File: src/common/tlsq_pkg.sv
// shared constants and types of the lock-status query handler
`default_nettype none
package tlsq_pkg;
   localparam int           UID_W        = 40;
   localparam int           LBN_W        = 3;
   localparam int           LOCK_W       = 32;
   localparam int           MAKER_W      = 8;
   localparam int           SIG_W        = 4;
   localparam int           CODE_W       = 6;
   localparam int           SHIFT_W      = 128;
   localparam int           LEN_W        = 8;
   localparam int           CRC_W        = 16;
   localparam int           GROUPS       = 8;
   localparam int           CUST_W       = 32;
   localparam int           CUST_LEN_W   = 6;
   localparam int           BLKCNT_W     = 9;

   localparam logic [5:0]   CMD_LOCK_QUERY    = 6'h11;
   // custom command code slot, plain default
   localparam logic [5:0]   CMD_CUSTOM        = 6'h20;
   localparam logic [7:0]   ERR_NOT_SUPPORTED = 8'h01;
   localparam logic [1:0]   FLAGS_OK          = 2'h0;
   localparam logic [1:0]   FLAGS_ERR         = 2'h1;
   // 2+1+1+4+40+32+32 payload bits ahead of the crc
   localparam logic [7:0]   LEN_QUERY         = 8'h70;
   // flags and one error code byte
   localparam logic [7:0]   LEN_ERROR         = 8'h0A;
   localparam logic [7:0]   LEN_FLAGS         = 8'h02;
   localparam logic [4:0]   CRC_BITS          = 5'h10;
   localparam logic [15:0]  CRC_PRESET        = 16'hFFFF;
   localparam logic [15:0]  CRC_POLY          = 16'h1021;
   localparam logic [63:0]  MEM_RESET         = 64'h0;

   typedef enum logic [2:0] {
      TLSQ_READY         = 3'h0,
      TLSQ_QUIET         = 3'h1,
      TLSQ_SELECTED      = 3'h2,
      TLSQ_ROUND_ACTIVE  = 3'h3,
      TLSQ_ROUND_STANDBY = 3'h4
   } tlsq_tag_state_t;

   typedef enum logic [2:0] {
      TLSQ_IDLE = 3'b001,
      TLSQ_LOAD = 3'b010,
      TLSQ_SEND = 3'b100
   } tlsq_fsm_t;

   typedef enum logic [1:0] {
      TLSQ_KIND_QUERY  = 2'h0,
      TLSQ_KIND_ERR    = 2'h1,
      TLSQ_KIND_CUSTOM = 2'h2
   } tlsq_kind_t;
endpackage
`default_nettype wire

File: src/common/tlsq_tx_if.sv
// handoff of a built response to the serializer
`default_nettype none
interface tlsq_tx_if;
   logic                   start;
   logic [127:0]           data;
   logic [7:0]             len;
   logic                   crc_en;
   logic                   busy;
   modport ctrl (output start, output data, output len, output crc_en, input busy);
   modport ser  (input start, input data, input len, input crc_en, output busy);
endinterface
`default_nettype wire

File: src/logic/tlsq_handler.sv
// lock-status query and custom command handler, tag side
//
// Operation
// [RULE1] code 17 query returns lock state of the requested block range
// [RULE2] lock block number is a 3-bit value, zero through seven
// [RULE3] addressed query: ext, code, flag 1, block, crc-5, 40-bit id, crc-16
// [RULE4] unaddressed query: flag 0, ends at crc-5, selected tag only
// [RULE5] query unsupported by selected or matching tag answers error code 1
// [RULE6] detected error condition sends error response instead of lock data
// [RULE7] success: flags, type, battery, signature, id, user, factory, crc-16
// [RULE8] each lock field covers 32 consecutive blocks from the first block
// [RULE9] blocks absent from memory read as zero
// [RULE10] first block at least significant bit, 32nd at most significant bit
// [RULE11] unselected or non-matching tag stays silent
// [RULE12] ready, quiet, round states answer only on identifier match
// [RULE13] selected answers flag 0 or matching id, ignores mismatch
// [RULE14] custom command: ext, 6-bit code, 4 flags, maker code, parameters
// [RULE15] custom command is ours only when the maker code matches
// [RULE16] custom success response starts with 2 flag bits then parameters
// [RULE17] unimplemented custom command at addressed tag answers error code 1
// [RULE18] commands failing crc-5 or crc-16 are dropped without effect
`default_nettype none
module tlsq_handler (
   input  wire logic         clk_i,
   input  wire logic         rst_n_i,
   input  wire logic         cmd_valid_i,
   input  wire logic         cmd_proto_ext_i,
   input  wire logic [5:0]   cmd_code_i,
   input  wire logic         cmd_id_flag_i,
   input  wire logic [2:0]   cmd_lock_blk_i,
   input  wire logic         cmd_crc5_ok_i,
   input  wire logic         cmd_crc16_ok_i,
   input  wire logic [39:0]  cmd_uid_i,
   input  wire logic [7:0]   cmd_maker_i,
   input  wire logic [2:0]   tag_state_i,
   input  wire logic [39:0]  tag_unique_identifier_i,
   input  wire logic [7:0]   chip_maker_code_i,
   input  wire logic         tag_type_i,
   input  wire logic         battery_i,
   input  wire logic [3:0]   signature_i,
   input  wire logic         query_supported_i,
   input  wire logic         custom_supported_i,
   input  wire logic         query_err_i,
   input  wire logic [7:0]   query_err_code_i,
   input  wire logic [8:0]   mem_blocks_i,
   input  wire logic [31:0]  custom_rsp_i,
   input  wire logic [5:0]   custom_rsp_len_i,
   input  wire logic         lock_wr_i,
   input  wire logic [7:0]   lock_wr_blk_i,
   input  wire logic [1:0]   lock_wr_bits_i,
   input  wire logic         resp_ready_i,
   output logic              resp_bit_o,
   output logic              resp_valid_o,
   output logic              resp_last_o,
   output logic              busy_o,
   output logic              discard_o,
   output logic              custom_hit_o
);
   tlsq_tx_if tx ();

   tlsq_pkg::tlsq_fsm_t  fsm_r;
   tlsq_pkg::tlsq_kind_t kind_r;
   tlsq_pkg::tlsq_kind_t kind_nxt;
   logic [7:0]           err_code_r;
   logic [7:0]           err_code_nxt;
   logic [31:0]          mask_r;
   logic [31:0]          mask_nxt;
   logic [31:0]          cust_r;
   logic [5:0]           cust_len_r;
   logic [63:0]          lock_rd;
   logic                 start_r;
   logic [127:0]         data_r;
   logic [7:0]           len_r;
   logic                 crc_en_r;
   logic                 crc_ok;
   logic                 addr_ok;
   logic                 is_query;
   logic                 is_custom;
   logic                 maker_ok;
   logic                 take;
   logic                 idle;

   // answer only when selected without id, or the id matches
   function automatic logic addressed(input logic [2:0] st, input logic idf, input logic hit);
      return idf ? hit : (st == tlsq_pkg::TLSQ_SELECTED);
   endfunction

   assign idle      = (fsm_r == tlsq_pkg::TLSQ_IDLE);
   assign tx.start  = start_r;
   assign tx.data   = data_r;
   assign tx.len    = len_r;
   assign tx.crc_en = crc_en_r;

   always_comb begin
      // id form carries crc-16 as well
      crc_ok = cmd_crc5_ok_i && (!cmd_id_flag_i || cmd_crc16_ok_i); // [RULE3] [RULE4] [RULE18]
      // state held outside; only the answer depends on it
      addr_ok = addressed(tag_state_i, cmd_id_flag_i,
                          cmd_uid_i == tag_unique_identifier_i); // [RULE12] [RULE13]
      is_query  = !cmd_proto_ext_i && (cmd_code_i == tlsq_pkg::CMD_LOCK_QUERY); // [RULE1]
      is_custom = !cmd_proto_ext_i && (cmd_code_i == tlsq_pkg::CMD_CUSTOM); // [RULE14]
      maker_ok  = (cmd_maker_i == chip_maker_code_i); // [RULE15]
      take = cmd_valid_i && idle && crc_ok && addr_ok
             && (is_query || (is_custom && maker_ok)); // [RULE11]
   end

   always_comb begin
      kind_nxt = tlsq_pkg::TLSQ_KIND_ERR;
      err_code_nxt = tlsq_pkg::ERR_NOT_SUPPORTED; // [RULE5] [RULE17]
      if (is_query) begin
         if (query_supported_i && query_err_i) begin
            err_code_nxt = query_err_code_i; // [RULE6]
         end else if (query_supported_i) begin
            kind_nxt = tlsq_pkg::TLSQ_KIND_QUERY;
         end
      end else if (custom_supported_i) begin
         kind_nxt = tlsq_pkg::TLSQ_KIND_CUSTOM;
      end
   end

   // block index = group*32 + k, kept only below the memory size
   for (genvar k = 0; k < tlsq_pkg::LOCK_W; k++) begin : g_mask
      assign mask_nxt[k] = {1'b0, cmd_lock_blk_i, 5'(k)} < mem_blocks_i; // [RULE2] [RULE8] [RULE9]
   end

   always_ff @(posedge clk_i or negedge rst_n_i) begin
      if (!rst_n_i) begin
         fsm_r <= tlsq_pkg::TLSQ_IDLE;
      end else begin
         case (fsm_r)
            tlsq_pkg::TLSQ_IDLE: begin
               if (take) begin
                  fsm_r <= tlsq_pkg::TLSQ_LOAD;
               end
            end
            tlsq_pkg::TLSQ_LOAD: begin
               fsm_r <= tlsq_pkg::TLSQ_SEND;
            end
            tlsq_pkg::TLSQ_SEND: begin
               // start_r still high in the first send cycle, before valid rises
               if (!tx.busy && !start_r) begin
                  fsm_r <= tlsq_pkg::TLSQ_IDLE;
               end
            end
            default: begin
               fsm_r <= tlsq_pkg::TLSQ_IDLE;
            end
         endcase
      end
   end

   always_ff @(posedge clk_i or negedge rst_n_i) begin
      if (!rst_n_i) begin
         kind_r <= tlsq_pkg::TLSQ_KIND_ERR;
         err_code_r <= 8'h00;
         mask_r <= 32'h0;
         cust_r <= 32'h0;
         cust_len_r <= 6'h00;
      end else if (take) begin
         kind_r <= kind_nxt;
         err_code_r <= err_code_nxt;
         mask_r <= mask_nxt;
         cust_r <= custom_rsp_i;
         cust_len_r <= custom_rsp_len_i;
      end
   end

   // response build, one cycle after the lock word is read
   always_ff @(posedge clk_i or negedge rst_n_i) begin
      if (!rst_n_i) begin
         start_r <= 1'b0;
         data_r <= 128'h0;
         len_r <= 8'h00;
         crc_en_r <= 1'b0;
      end else if (fsm_r == tlsq_pkg::TLSQ_LOAD) begin
         start_r <= 1'b1;
         crc_en_r <= 1'b1;
         case (kind_r)
            tlsq_pkg::TLSQ_KIND_QUERY: begin
               // lock fields sent msb first: 32nd block leads, first block trails
               data_r <= {tlsq_pkg::FLAGS_OK, tag_type_i, battery_i, signature_i,
                          tag_unique_identifier_i, lock_rd[31:0] & mask_r,
                          lock_rd[63:32] & mask_r, 16'h0000}; // [RULE7] [RULE8] [RULE9] [RULE10]
               len_r <= tlsq_pkg::LEN_QUERY;
            end
            tlsq_pkg::TLSQ_KIND_CUSTOM: begin
               data_r <= {tlsq_pkg::FLAGS_OK, cust_r, 94'h0}; // [RULE16]
               len_r <= tlsq_pkg::LEN_FLAGS + {2'b00, cust_len_r};
            end
            default: begin
               data_r <= {tlsq_pkg::FLAGS_ERR, err_code_r, 118'h0}; // [RULE5] [RULE6] [RULE17]
               len_r <= tlsq_pkg::LEN_ERROR;
            end
         endcase
      end else begin
         start_r <= 1'b0;
      end
   end

   always_ff @(posedge clk_i or negedge rst_n_i) begin
      if (!rst_n_i) begin
         busy_o <= 1'b0;
         discard_o <= 1'b0;
         custom_hit_o <= 1'b0;
      end else begin
         busy_o <= take || (!idle && !(fsm_r == tlsq_pkg::TLSQ_SEND && !tx.busy && !start_r));
         discard_o <= cmd_valid_i && idle && !crc_ok; // [RULE18]
         custom_hit_o <= take && is_custom && custom_supported_i;
      end
   end

   tlsq_lock_mem u_mem (
      .clk_i     (clk_i),
      .rst_n_i   (rst_n_i),
      .wr_en_i   (lock_wr_i),
      .wr_blk_i  (lock_wr_blk_i),
      .wr_bits_i (lock_wr_bits_i),
      .rd_en_i   (take),
      .rd_grp_i  (cmd_lock_blk_i),
      .rd_data_o (lock_rd)
   );

   tlsq_resp_ser u_ser (
      .clk_i        (clk_i),
      .rst_n_i      (rst_n_i),
      .tx           (tx),
      .resp_ready_i (resp_ready_i),
      .resp_bit_o   (resp_bit_o),
      .resp_valid_o (resp_valid_o),
      .resp_last_o  (resp_last_o)
   );

   logic good_query;
   logic deaf_query;
   assign good_query = cmd_valid_i && idle && crc_ok && addr_ok && is_query;
   assign deaf_query = cmd_valid_i && idle && crc_ok && is_query;
endmodule
`default_nettype wire

File: src/logic/tlsq_lock_mem.sv
// lock bits of 256 blocks, eight groups of 32, registered read
`default_nettype none
module tlsq_lock_mem (
   input  wire logic        clk_i,
   input  wire logic        rst_n_i,
   input  wire logic        wr_en_i,
   input  wire logic [7:0]  wr_blk_i,
   input  wire logic [1:0]  wr_bits_i,
   input  wire logic        rd_en_i,
   input  wire logic [2:0]  rd_grp_i,
   output logic      [63:0] rd_data_o
);
   logic [63:0] mem_r [tlsq_pkg::GROUPS];

   // user bit at [blk], factory bit at [32+blk]
   for (genvar g = 0; g < tlsq_pkg::GROUPS; g++) begin : g_word
      always_ff @(posedge clk_i or negedge rst_n_i) begin
         if (!rst_n_i) begin
            mem_r[g] <= tlsq_pkg::MEM_RESET;
         end else if (wr_en_i && wr_blk_i[7:5] == 3'(g)) begin
            mem_r[g][{1'b0, wr_blk_i[4:0]}] <= wr_bits_i[0];
            mem_r[g][{1'b1, wr_blk_i[4:0]}] <= wr_bits_i[1];
         end
      end
   end

   always_ff @(posedge clk_i or negedge rst_n_i) begin
      if (!rst_n_i) begin
         rd_data_o <= tlsq_pkg::MEM_RESET;
      end else if (rd_en_i) begin
         rd_data_o <= mem_r[rd_grp_i];
      end
   end
endmodule
`default_nettype wire

File: src/logic/tlsq_resp_ser.sv
// msb-first response serializer with trailing crc-16
`default_nettype none
module tlsq_resp_ser (
   input  wire logic  clk_i,
   input  wire logic  rst_n_i,
   tlsq_tx_if.ser     tx,
   input  wire logic  resp_ready_i,
   output logic       resp_bit_o,
   output logic       resp_valid_o,
   output logic       resp_last_o
);
   logic [127:0] sh_r;
   logic [7:0]   cnt_r;
   logic [4:0]   ccnt_r;
   logic [15:0]  crc_r;
   logic [15:0]  crc_nxt;
   logic         crc_en_r;
   logic         in_crc_r;
   logic         fire;

   assign tx.busy = resp_valid_o;
   assign fire    = resp_valid_o && resp_ready_i;

   always_comb begin
      crc_nxt = {crc_r[14:0], 1'b0} ^ ((crc_r[15] ^ resp_bit_o) ? tlsq_pkg::CRC_POLY : 16'h0000);
   end

   always_ff @(posedge clk_i or negedge rst_n_i) begin
      if (!rst_n_i) begin
         sh_r <= 128'h0;
         cnt_r <= 8'h00;
         ccnt_r <= 5'h00;
         crc_r <= tlsq_pkg::CRC_PRESET;
         crc_en_r <= 1'b0;
         in_crc_r <= 1'b0;
         resp_bit_o <= 1'b0;
         resp_valid_o <= 1'b0;
         resp_last_o <= 1'b0;
      end else if (tx.start && !resp_valid_o) begin
         resp_bit_o <= tx.data[127];
         sh_r <= {tx.data[126:0], 1'b0};
         cnt_r <= tx.len;
         crc_en_r <= tx.crc_en;
         crc_r <= tlsq_pkg::CRC_PRESET;
         in_crc_r <= 1'b0;
         resp_valid_o <= 1'b1;
         resp_last_o <= (tx.len == 8'h01) && !tx.crc_en;
      end else if (fire && !in_crc_r) begin
         if (cnt_r != 8'h01) begin
            resp_bit_o <= sh_r[127];
            sh_r <= {sh_r[126:0], 1'b0};
            cnt_r <= cnt_r - 8'h01;
            crc_r <= crc_nxt;
            resp_last_o <= (cnt_r == 8'h02) && !crc_en_r;
         end else if (crc_en_r) begin
            // crc goes out inverted, msb first
            in_crc_r <= 1'b1;
            ccnt_r <= tlsq_pkg::CRC_BITS;
            resp_bit_o <= ~crc_nxt[15];
            crc_r <= {crc_nxt[14:0], 1'b0};
            resp_last_o <= 1'b0;
         end else begin
            resp_valid_o <= 1'b0;
            resp_last_o <= 1'b0;
         end
      end else if (fire) begin
         if (ccnt_r != 5'h01) begin
            resp_bit_o <= ~crc_r[15];
            crc_r <= {crc_r[14:0], 1'b0};
            ccnt_r <= ccnt_r - 5'h01;
            resp_last_o <= (ccnt_r == 5'h02);
         end else begin
            resp_valid_o <= 1'b0;
            resp_last_o <= 1'b0;
            in_crc_r <= 1'b0;
         end
      end
   end
endmodule
`default_nettype wire

File: config.mk
export PLATFORM = sky130hd
export DESIGN_NAME = tlsq_handler
export DESIGN_NICKNAME = d
export VERILOG_FILES = /design/src/common/tlsq_pkg.sv /design/src/common/tlsq_tx_if.sv /design/src/logic/tlsq_handler.sv /design/src/logic/tlsq_lock_mem.sv /design/src/logic/tlsq_resp_ser.sv
export SDC_FILE = /design/constraint.sdc
export NUM_CORES = 2
export LEC_CHECK = 0
export BUFFER_PORTS_ARGS = -buffer_cell sky130_fd_sc_hd__buf_4
export CORE_UTILIZATION = 60
export CTS_CLUSTER_SIZE = 28
export DETAILED_ROUTE_END_ITERATION = 10
export PLACE_DENSITY = 0.88
export SLEW_MARGIN = 30
export SYNTH_ARGS = -nofsm -noshare
export SYNTH_HDL_FRONTEND = slang
export SYNTH_SLANG_ARGS = --single-unit
File: constraint.sdc
create_clock -name clk_i -period 5.3 [get_ports clk_i]
set_clock_uncertainty 0.1 [all_clocks]
set_input_delay 0.795 -clock clk_i [delete_from_list [all_inputs] [get_ports clk_i]]
set_output_delay 0.795 -clock clk_i [all_outputs]
set_load 0.1 [all_outputs]
==> impl_metrics.py <==
metrics = {
    "floorplanning": {
        "core-area_um2": 69100,
        "start_util_pct": 61.1,
        "die_x_um": 267,
        "die_h_um": 267,
        "die-area_um2": 71300,
        "ios": 197,
        "rows": 96,
    },
    "pwr": {
        "seqPwrFrac_pct": 48.8,
        "pwr-share-comb_pct": 9.3,
        "ir_worst_vdd_mv": 0.292,
        "p_sw_share_pct": 24.2,
        "internal-power_w": 0.0119,
        "power.density_nw_per_um2": 329,
        "clkPwrFrac_pct": 41.9,
        "p_sw_w": 0.00378,
        "p_leak_nw": 23.2,
    },
    "synthesis": {
        "synth-edff-count": 0,
        "ys_ff_latch": 927,
        "syn_area_um2": 42200,
        "async_flop_share_pct": 100,
        "ys.flop_type": "dfrtp_1",
        "avgSynthCellArea_um2": 12.7,
        "syn-num-nets": 3516,
        "ys_seq_area_share_pct": 55.1,
        "ys_warn_count": 0,
        "synth_cell_type_count": 62,
        "postSynthCellCount": 3314,
    },
    "global_route": {
        "grt_pass1_vias": 29399,
        "overflow": 0,
        "grt_first_pass_wirelength_mm": 166,
        "antenna_found_initial": 11,
        "track_usage_pct": 29.8,
        "grt_max_degree": 165,
    },
    "critical_path": {
        "r2r_slack_ns": 2.16,
        "cp_max_fo": 72,
        "r2r_start": "fsm_r[0]",
        "worst_ep_required_time_ns": 5.70,
        "reg2reg_to": "u_mem.rd_data_o[27]",
        "crit_path_start": "fsm_r[0]",
        "reg2regPathDepth": 5,
        "worstPathArrival_ns": 3.53,
        "endpoint_kind": "flip-flop",
        "criticalPathCategory": "reg -> reg",
        "cp-start-kind": "flip-flop",
    },
    "sta": {
        "finalCritPeriodShare_pct": 59.2,
        "rsz0062_at_grt": "no",
        "fmax_mhz": 319,
        "fin_tns_setup_ns": 0,
        "setup_viol": 0,
        "drv_slew": 0,
        "tightest_slew_ns": 1.09,
        "finalCriticalPeriod_ns": 3.14,
        "slew_headroom_pct": 26.6,
        "hold_viol": 0,
    },
    "clock_tree": {
        "htree_levels": 3,
        "cts_buffers": 89,
        "clock-sinks": 927,
        "cts_resized": 0,
        "cts_tree": "done",
        "clkTransAtPathRegs_ns": 0.06,
        "clock-root-buffer": "clkbuf_16",
        "clockBufferDepth": 3,
        "worstSkewPairLatency_ns": 0.65,
    },
    "placement": {
        "portBuffers": 196,
        "hpwl_mm": 63.3,
        "gp_congestion": 0.881,
        "place_area_um2": 44500,
    },
    "drt": {
        "routed_via_density": 6.35,
        "routedWlPerCell_um": 23.6,
        "drt_iter0_drc": 2788,
        "first_pass_iters": 6,
        "drtAntennaViolNets": 0,
        "vias": 28099,
        "finalWirelength_mm": 104,
        "drcViolationCount": 0,
    },
    "cells_and_area": {
        "area_delta_synth_final_pct": 12.8,
        "fin_nets": 3627,
        "postLayoutCellArea_um2": 47600,
        "drive_gt1_share_pct": 33.1,
        "n_antenna_cell": 0,
    },
    "hold_path": {
        "min_path_type": "in -> reg",
        "holdPathStages": 2,
        "whs_endpoint": "cust_r[25]",
        "hp-start": "custom_rsp_i[25]",
    },
    "run_status": {
        "outcome": "complete, no violations",
    },
    "run": {
        "maxCapViolCount": 0,
    },
}
[metrics by stage]
step                      hold WS [ns]  util [%]  power, W  std cells  worst slack (ns)
after floorplan                  0.339         -   0.00856       3314              2.22
after global placement           0.349      64.3   0.00911       4261              1.78
after detailed placement         0.360      64.4   0.00917       4262              1.76
after CTS                        0.203      68.8    0.0157       4422              2.19
after global routing             0.274      68.9    0.0161       4425              2.10
final                            0.283      68.9    0.0156       4425              2.16
[power groups by stage]
stage          registers (W)  logic (W)  clock network (W)
2_1_floorplan        0.00774   0.000814                  0
3_3_place_gp         0.00773    0.00138                  0
3_5_place_dp         0.00774    0.00142                  0
4_1_cts              0.00763    0.00144            0.00662
5_1_grt              0.00766    0.00157            0.00690
6_report             0.00763    0.00145            0.00656
[registers in the layout (all words and copies together) (netlist names), 5 cells and up]
| name | flops |
|---|---|
| cust_len_r | 6 |
| cust_r | 32 |
| data_r | 111 |
| err_code_r | 8 |
| len_r | 7 |
| mask_r | 32 |
| u_mem.mem_r | 512 |
| u_mem.rd_data_o | 64 |
| u_ser.ccnt_r | 5 |
| u_ser.cnt_r | 8 |
| u_ser.crc_r | 16 |
| u_ser.sh_r | 111 |
[worst max-delay path, cell delays in order, from the launching register on]
cell and delay (ns):
dfstp_2 0.57, nor4bb_1 0.83, nand3_1 0.31, nor3_4 0.36, buf_12 0.40, mux2_1 0.39
[cell type report]
type                    instances  area, um2
well taps                     931       1160
flip-flops and latches        927      23200
clock inverters                37        443
repair buffers                243       2060
multi-input cells            2139      18000
fillers                      4266      21500
inverters                      25       93.8
clock buffers                 123       2580
[layer usage]
layer  vias to the layer above  share of wire [%]  GRT usage, %
li1                      12020                  -             -
met1                     14625                 40          39.6
met2                      1193                 49          48.6
met3                       251                7.3          5.78
met4                        10                3.6          12.0
met5                         -              0.063             0
[what timing repair did]
| action | CTS | global route |
|---|---|---|
| hold buffers | 0 | 1 |
| endpoints found under the hold margin | 0 | 5 |
| setup buffers | 0 | 0 |
[cells in the mapped netlist (all sizes together) (18+ instances only)]
cell type	instances	area, um2
nand2	490	1840
o21ai	25	125
nand3	34	170
a22oi	110	826
mux4	128	2880
xnor2	37	324
buf	43	244
dfstp	18	473
xor2	23	201
and3	37	231
nor2	224	841
o31ai	25	188
inv	25	93.8
mux2	711	8010
a22o	65	569
mux2i	43	430
a21oi	50	250
dfrtp	909	22700
clkbuf	180	676
[cell usage in the layout, fill, tap and decap left out, types with 11 or more instances in the layout]
| cell type | count |
|---|---|
| clkbuf_8 | 22 |
| o31ai_1 | 25 |
| ha_1 | 11 |
| xnor2_1 | 37 |
| mux2_1 | 112 |
| xor2_1 | 23 |
| nand3_1 | 34 |
| clkbuf_1 | 13 |
| clkbuf_16 | 90 |
| inv_1 | 25 |
| o21ai_0 | 24 |
| a22oi_1 | 110 |
| buf_4 | 223 |
| a21oi_1 | 50 |
| nand2b_1 | 12 |
| a22o_1 | 65 |
| mux2_2 | 599 |
| buf_12 | 11 |
| clkinv_2 | 20 |
| nand2_1 | 489 |
| dfstp_2 | 17 |
| dfrtp_1 | 908 |
| nor2_1 | 217 |
| and3_1 | 37 |
| mux2i_1 | 43 |
| mux4_2 | 128 |
[worst max-delay path by stage]
stage	end	slack (ns)	cells past startpoint
floorplan	mask_r[3]	2.22	8
global placement	u_mem.rd_data_o[32]	1.78	8
CTS	u_mem.rd_data_o[27]	2.19	5
finish	u_mem.rd_data_o[27]	2.16	5
detailed placement	mask_r[1]	1.76	7
global route	mask_r[3]	2.10	7
[logic make-up (layout without fill, tap and decap cells)]
family                   Yosys count  after routing  synth area share (%)
adder cells (fa/ha/maj)           11             11                 0.326
XOR/XNOR                          60             60                  1.25
AND/OR/NAND/NOR                  863            863                  8.56
AO/OA/AOI/OAI                    323            323                  5.55
multiplexers                     882            882                  26.8
buffers and inverters            248            428                  2.40
flip-flops                       927            927                  55.1
Power figures use the tool's default switching activity.
